==> config.mk <==
export PLATFORM = sky130hd
export DESIGN_NAME = sdl_top
export DESIGN_NICKNAME = d
export VERILOG_FILES = /design/src/hw/sdl_pkg.sv /design/src/hw/sdl_sync.sv /design/src/hw/sdl_top.sv
export SDC_FILE = /design/constraint.sdc
export NUM_CORES = 1
export LEC_CHECK = 0
export BUFFER_PORTS_ARGS = -buffer_cell sky130_fd_sc_hd__buf_4
export CAP_MARGIN = 15
export CORE_MARGIN = 5
export CORE_UTILIZATION = 53
export CTS_CLUSTER_SIZE = 8
export DETAILED_ROUTE_END_ITERATION = 10
export PLACE_DENSITY_LB_ADDON = 0.3
export SLEW_MARGIN = 10
export SYNTH_ARGS = -nofsm -noshare
export SYNTH_HDL_FRONTEND = slang
export SYNTH_SLANG_ARGS = --single-unit
==> constraint.sdc <==
create_clock -name core_clk_i -period 9.9 [get_ports core_clk_i]
set_input_delay 1.485 -clock core_clk_i [delete_from_list [all_inputs] [get_ports core_clk_i]]
set_output_delay 1.485 -clock core_clk_i [all_outputs]
set_load 0.05 [all_outputs]
==> src/hw/sdl_pkg.sv <==
/*
  Shared constants and state type for the serial load interface of an
  eight-channel converter.
  Assumes a single core clock domain that samples all serial pins.
*/
package sdl_pkg;

  localparam int WORD_W = 24;
  localparam int DATA_W = 16;
  localparam int CH_N = 8;
  localparam int CH_W = 3;
  localparam int CH_LSB = 16;
  localparam int CNT_W = 5;
  localparam logic [CNT_W-1:0] WORD_BITS = 5'h18;
  localparam int PIN_N = 5;
  localparam int PIN_SCLK = 0;
  localparam int PIN_CS_N = 1;
  localparam int PIN_SDI = 2;
  localparam int PIN_LOAD_N = 3;
  localparam int PIN_WAKE_N = 4;
  localparam logic [PIN_N-1:0] PIN_RST = 5'h1B;
  localparam logic [1:0] STRAP_WAIT = 2'h2;

  typedef enum logic {SDL_IDLE, SDL_SHIFT} sdl_phase_t;

  typedef struct packed {
    sdl_phase_t phase;
    logic [WORD_W-1:0] shreg;
    logic [CNT_W-1:0] bitcnt;
    logic sclk_q;
    logic cs_q;
    logic load_q;
    logic sleep;
    logic sdo;
    logic oe_n;
    logic [1:0] strap_cnt;
    logic strap_done;
    logic async_mode;
    logic [CH_N-1:0][DATA_W-1:0] data;
    logic [CH_N-1:0][DATA_W-1:0] latch;
  } sdl_state_t;

  localparam sdl_state_t STATE_RST = '{
    phase: SDL_IDLE,
    shreg: 24'h000000,
    bitcnt: 5'h00,
    sclk_q: 1'b1,
    cs_q: 1'b1,
    load_q: 1'b1,
    sleep: 1'b0,
    sdo: 1'b0,
    oe_n: 1'b1,
    strap_cnt: 2'h0,
    strap_done: 1'b0,
    async_mode: 1'b0,
    data: '0,
    latch: '0
  };

endpackage : sdl_pkg

==> src/hw/sdl_sync.sv <==
/*
  Two-flop synchroniser for a group of independent pin levels.
  Assumes each bit is a slow level or a clock sampled well above rate.
*/
`timescale 1ns/1ps
module sdl_sync #(
  parameter int W = 1,
  parameter logic [W-1:0] RST = '0
) (
  input wire logic core_clk_i,
  input wire logic reset_i,
  input wire logic [W-1:0] async_i,
  output logic [W-1:0] sync_o
);

  logic [W-1:0] meta_r;

  always_ff @(posedge core_clk_i or posedge reset_i)
  begin
    if (reset_i)
    begin
      meta_r <= RST;
      sync_o <= RST;
    end
    else
    begin
      meta_r <= async_i;
      sync_o <= meta_r;
    end
  end

endmodule : sdl_sync

==> src/hw/sdl_top.sv <==
/*
  Serial host interface and output latch control of an eight-channel
  converter: frame reception, data registers, output latches, serial
  output driver with disable, daisy-chain sleep pass-through.
  Assumes the serial pins come from outside and are oversampled by the
  core clock; configuration inputs come from logic on the same clock.
*/
`timescale 1ns/1ps
module sdl_top (
  input wire logic core_clk_i,
  input wire logic reset_i,
  input wire logic sclk_i,
  input wire logic cs_n_i,
  input wire logic sdi_i,
  input wire logic latch_load_n_i,
  input wire logic sleep_exit_n_i,
  input wire logic serial_out_disable_i,
  input wire logic daisy_chain_i,
  input wire logic sleep_enter_i,
  output logic sdo_o,
  output logic sdo_oe_n_o,
  output logic [sdl_pkg::CH_N*sdl_pkg::DATA_W-1:0] dac_value_o,
  output logic sleep_o,
  output logic async_mode_o
);

  sdl_pkg::sdl_state_t st_r;
  sdl_pkg::sdl_state_t st_nxt;
  logic [sdl_pkg::PIN_N-1:0] pin_s;
  logic sclk_s;
  logic cs_s;
  logic sdi_s;
  logic load_s;
  logic wake_s;
  logic sclk_fall;
  logic sclk_rise;
  logic frame_end;
  logic [sdl_pkg::CH_W-1:0] wr_ch;

  sdl_sync #(
    .W(sdl_pkg::PIN_N),
    .RST(sdl_pkg::PIN_RST)
  ) u_sync (
    .core_clk_i(core_clk_i),
    .reset_i(reset_i),
    .async_i({sleep_exit_n_i, latch_load_n_i, sdi_i, cs_n_i, sclk_i}),
    .sync_o(pin_s)
  );

  assign sclk_s = pin_s[sdl_pkg::PIN_SCLK];
  assign cs_s = pin_s[sdl_pkg::PIN_CS_N];
  assign sdi_s = pin_s[sdl_pkg::PIN_SDI];
  assign load_s = pin_s[sdl_pkg::PIN_LOAD_N];
  assign wake_s = pin_s[sdl_pkg::PIN_WAKE_N];
  assign sclk_fall = st_r.sclk_q & ~sclk_s & ~cs_s;
  assign sclk_rise = ~st_r.sclk_q & sclk_s & ~cs_s;
  assign frame_end = ~st_r.cs_q & cs_s;
  assign wr_ch = st_r.shreg[sdl_pkg::CH_LSB +: sdl_pkg::CH_W];

  always_comb
  begin
    st_nxt = st_r;
    st_nxt.sclk_q = sclk_s;
    st_nxt.cs_q = cs_s;
    st_nxt.load_q = load_s;
    // The power-up level of latch load picks the update mode once.
    if (!st_r.strap_done)
    begin
      st_nxt.strap_cnt = st_r.strap_cnt + 2'h1;
      if (st_r.strap_cnt == sdl_pkg::STRAP_WAIT)
      begin
        st_nxt.strap_done = 1'b1;
        st_nxt.async_mode = ~load_s;
      end
    end
    // Sleep is entered on request and left on the wake pin.
    if (sleep_enter_i)
      st_nxt.sleep = 1'b1;
    else if (!wake_s)
      st_nxt.sleep = 1'b0;
    case (st_r.phase)
      sdl_pkg::SDL_IDLE:
      begin
        st_nxt.bitcnt = '0;
        if (!cs_s)
          st_nxt.phase = sdl_pkg::SDL_SHIFT;
      end
      sdl_pkg::SDL_SHIFT:
      begin
        if (cs_s)
        begin
          st_nxt.phase = sdl_pkg::SDL_IDLE;
          st_nxt.bitcnt = '0;
          if (st_r.bitcnt == sdl_pkg::WORD_BITS && !st_r.sleep)
            st_nxt.data[wr_ch] = st_r.shreg[sdl_pkg::DATA_W-1:0];
        end
        else if (sclk_fall && !st_r.sleep)
        begin
          st_nxt.shreg = {st_r.shreg[sdl_pkg::WORD_W-2:0], sdi_s};
          if (st_r.bitcnt != sdl_pkg::WORD_BITS)
            st_nxt.bitcnt = st_r.bitcnt + 5'h01;
        end
      end
      default:
      begin
        st_nxt.phase = sdl_pkg::SDL_IDLE;
      end
    endcase
    // Serial output data.
    if (st_r.sleep)
      st_nxt.sdo = sdi_s;
    else if (sclk_rise || (st_r.cs_q && !cs_s))
      st_nxt.sdo = st_r.shreg[sdl_pkg::WORD_W-1];
    // Output enable follows select unless disabled.
    st_nxt.oe_n = serial_out_disable_i | cs_s;
    // Latches follow the data registers while latch load is low.
    if (!load_s)
      st_nxt.latch = st_r.data;
  end

  always_ff @(posedge core_clk_i or posedge reset_i)
  begin
    if (reset_i)
      st_r <= sdl_pkg::STATE_RST;
    else
      st_r <= st_nxt;
  end

  assign sdo_o = st_r.sdo;
  assign sdo_oe_n_o = st_r.oe_n;
  assign dac_value_o = st_r.latch;
  assign sleep_o = st_r.sleep;
  assign async_mode_o = st_r.async_mode;
endmodule : sdl_top

==> results by group <==
Die
  • Die Outline Area: 0.0268 sq mm
  • Die Width: 164 um
  • Vertical extent of the die: 164 um
  • Boundary Pins: roughly 140
  • Core area: 0.0234 sq mm
  • Row cnt: 56
  • Effective utilization at floorplan: a little over half

Logic synthesis
  • Most frequent cell after synthesis: dfrtp_1
  • Library cell with the largest summed area after synthesis: dfrtp_1
  • Leading cell types by total area after synthesis: dfrtp_1 (59%), mux2_2 (24%), buf_4 (7.8%)
  • Syn_nets: around 840
  • Sequential fraction of the synthesis area: 61.0%
  • Number of enable flip-flop cells after synthesis: 0
  • Leading cell types by count after synthesis: dfrtp_1 (294), mux2_2 (268), buf_4 (130)
  • Number of warnings printed during yosys synthesis: 0
  • Flip-flop cell with the highest count after synthesis: dfrtp_1
  • Per-instance average area after synthesis: around 15 sq um
  • Cell variety after synth: between 40 and 50
  • Number of synthesized register bits: between 300 and 400
  • Share of the synthesized area in the top cell type: around three fifths
  • Synthesized netlist cell count: around 820
  • Synth async-reset ratio: 100%
  • Summed instance area of the synthesized netlist: between 0.01 and 0.015 sq mm

Clocking
  • Clock buffer depth: 3
  • Hold buffers post-CTS: 0
  • Post-CTS resize count: 0
  • Clock insertion delay at the later pin of the skew report: 0.51 ns
  • Root Buffer Master: clkbuf_16
  • Number of buffers created by CTS: between 40 and 50
  • Count of clock tree sinks: just over 300
  • CTS tree: yes
  • Setup fix buffers added after clock tree synthesis: 0
  • Level count of the clock H-tree: 2
  • CTS clk-pin slew, worst paths: about 0.040 ns

Final layout
  • Count of antenna diodes in the layout: 0
  • P&R area growth vs syn: 12.1%
  • Post-layout utilization of the core: 60.1%
  • FF+latch area: between 0.007 and 0.008 sq mm
  • NumNets Final: about 860
  • Number of filler cells placed in the layout: 1,809
  • Area of the multi-input gates: between 0.003 and 0.004 sq mm
  • Layout cell share with drive strength beyond 1: about three fifths

Pwr
  • Proportion of total power due to net switching: 20.2%
  • Power density normalized to cell area: 186 mW/mm^2
  • Cell Int Power: around 0.0021 W
  • Power share of the sequential group: between 40% and 50%
  • Power spent charging and discharging nets: around 0.00053 W
  • Leakage power: roughly 7.4 nW
  • Fraction of power consumed by the clock network: 49.1%
  • VDD IR-drop max: between 100 and 150 uV
  • Part of the power in combinational logic: about 2.1%

Outcome
  • Status: finished clean

Global routing
  • Total routing resource utilization after global routing: between 15 and 20%
  • Number of global-route vias before repair: roughly 6,700
  • Grt total ovfl: 0
  • Maximum number of pins on one net before global-route repair: around 150
  • Initial antenna violation count: 0
  • Global-route wire length before repair: 37,100 um

Route
  • Iteration count of the initial detailed-routing pass: 4
  • WL/cell: between 15 and 20 um
  • Total number of vias: 6,115
  • Initial detailed-routing violation count: 295
  • Number of antenna-violating nets in the routed design: 0
  • Final Routed Wirelength: 22,600 um
  • Number of remaining DRC errors: 0
  • Number of vias per cell: 5.22

Timing
  • Setup total negative slack: 0 ns
  • Count of endpoints failing setup in the final report: 0
  • Headroom to the max-slew limit: 31.8%
  • Count of pins over their slew limit: 0
  • Number of hold violations in the final report: 0
  • Setup repair after global routing missed its margin: no
  • Final worst-path cycle share: roughly 28%
  • Worst clock skew: ~0.017 ns
  • Post-route minimum period: between 2 and 3 ns
  • Measured slew at the worst slew-check pin: 1.02 ns
  • Max Fclk: approximately 360 MHz

Critical path
  • Critical path's top delay family: flip-flops
  • Crit path buf inv count: 1
  • Largest incremental delay on the critical path: about 0.52 ns
  • WP data required: 8.42 ns
  • Cell chain of the critical path: buf_4
  • Worst Path Class, Setup: reg -> out
  • Worst-path fanout max: 10
  • Nature of the critical path startpoint: flip-flop
  • Critical Path AT: between 1 and 1.5 ns
  • Crit. End Element: output pin
  • Library cell contributing the largest single delay on the critical path: dfrtp_1

Placed design
  • Total of buffers placed on input and output ports: 140
  • Detail Placement HPWL: approximately 15,000 um
  • Final weighted congestion in routability-driven placement: ~0.73

Job
  • # Max-Cap Violations: 0

Hold path
  • Class of the tightest hold or removal check: reg -> reg
==> kinds of logic after synthesis <==
| logic type | count (synthesis) | share of synthesized area, % |
|---|---|---|
| and+or+nand+nor | 33 | 2.35 |
| AOI/OAI and AO/OA | 17 | 0.828 |
| DFF | 305 | 61.0 |
| adders and majority gates | 3 | 0.299 |
| muxes | 280 | 25.5 |
| buffers and inverters | 185 | 10.0 |
| xor gates and xnor gates | 1 | 0.0699 |
==> sequential cells by signal (all words and copies together), names as in the netlist <==
| name | cells |
|---|---|
| st_r | 163 |
| dac_value_o | 128 |
| u_sync.meta_r | 5 |
| u_sync.sync_o | 5 |
| async_mode_o | 1 |
| sdo_o | 1 |
| sdo_oe_n_o | 1 |
| sleep_o | 1 |
==> through the flow <==
stage | cell area [sq um] | std cells | worst slack [ns] | power (W) | hold slack (ns)
floorplan | 12500 | 824 | 0.00222 | 0.00133 | 0.331
global placement | 12800 | 1113 | 6.45 | 0.00135 | 0.337
detailed placement | 12800 | 1113 | 6.35 | 0.00135 | 0.339
CTS | 14000 | 1170 | 6.88 | 0.00265 | 0.349
global route | 14100 | 1172 | 6.94 | 0.00271 | 0.361
finish | 14100 | 1172 | 7.13 | 0.00261 | 0.346
==> power groups by stage <==
stage	registers (W)	logic, W	clock network, W
2_1_floorplan	0.00128	0.0000451	0
3_3_place_gp	0.00129	0.0000540	0
3_5_place_dp	0.00129	0.0000558	0
4_1_cts	0.00127	0.0000558	0.00132
5_1_grt	0.00127	0.0000637	0.00138
6_report	0.00127	0.0000560	0.00128
==> metal layers <==
| metal | vias up | track usage [%] | share of wire (%) |
|---|---|---|---|
| met3 | 33 | 4.02 | 4.8 |
| met1 | 3203 | 22.7 | 42 |
| met5 | - | 0 | 0 |
| met4 | 0 | 5.34 | 2.2 |
| met2 | 143 | 29.8 | 51 |
| li1 | 2736 | - | - |
==> cells in the final DEF (no fill, tap or decap), drive strengths merged, types with 3 or more instances in the layout <==
cell type,count
buf,147
nand3,4
dfstp,11
nand2b,4
o21ai,6
a21oi,5
dfrtp,294
inv,10
or3,3
ha,3
mux2,280
clkbuf,56
nand2,3
==> area by class of cell <==
cell class	instances	area share, %
Inverter	10	0.320
Timing Repair Buffer	147	8.14
Tap cell	319	2.84
Clock buffer	56	8.31
Multi-Input combinational cell	334	25.9
Clock inverter	1	0.0623
Sequential cell	305	54.4
==> worst paths after layout <==
path                                   from               end  slack [ns]  cells past startpoint
max                                 sleep_o           sleep_o        7.13                      1
min                        u_sync.meta_r[2]  u_sync.sync_o[2]        0.35                      0
max reg2reg                       st_r[266]         st_r[128]        7.46                      5
min reg2reg                u_sync.meta_r[2]  u_sync.sync_o[2]        0.35                      0
max in group asynchronous           reset_i   dac_value_o[52]        7.25                      3
min in group asynchronous           reset_i   dac_value_o[23]        1.18                      2
No activity file was read; power rests on OpenSTA's default activity.
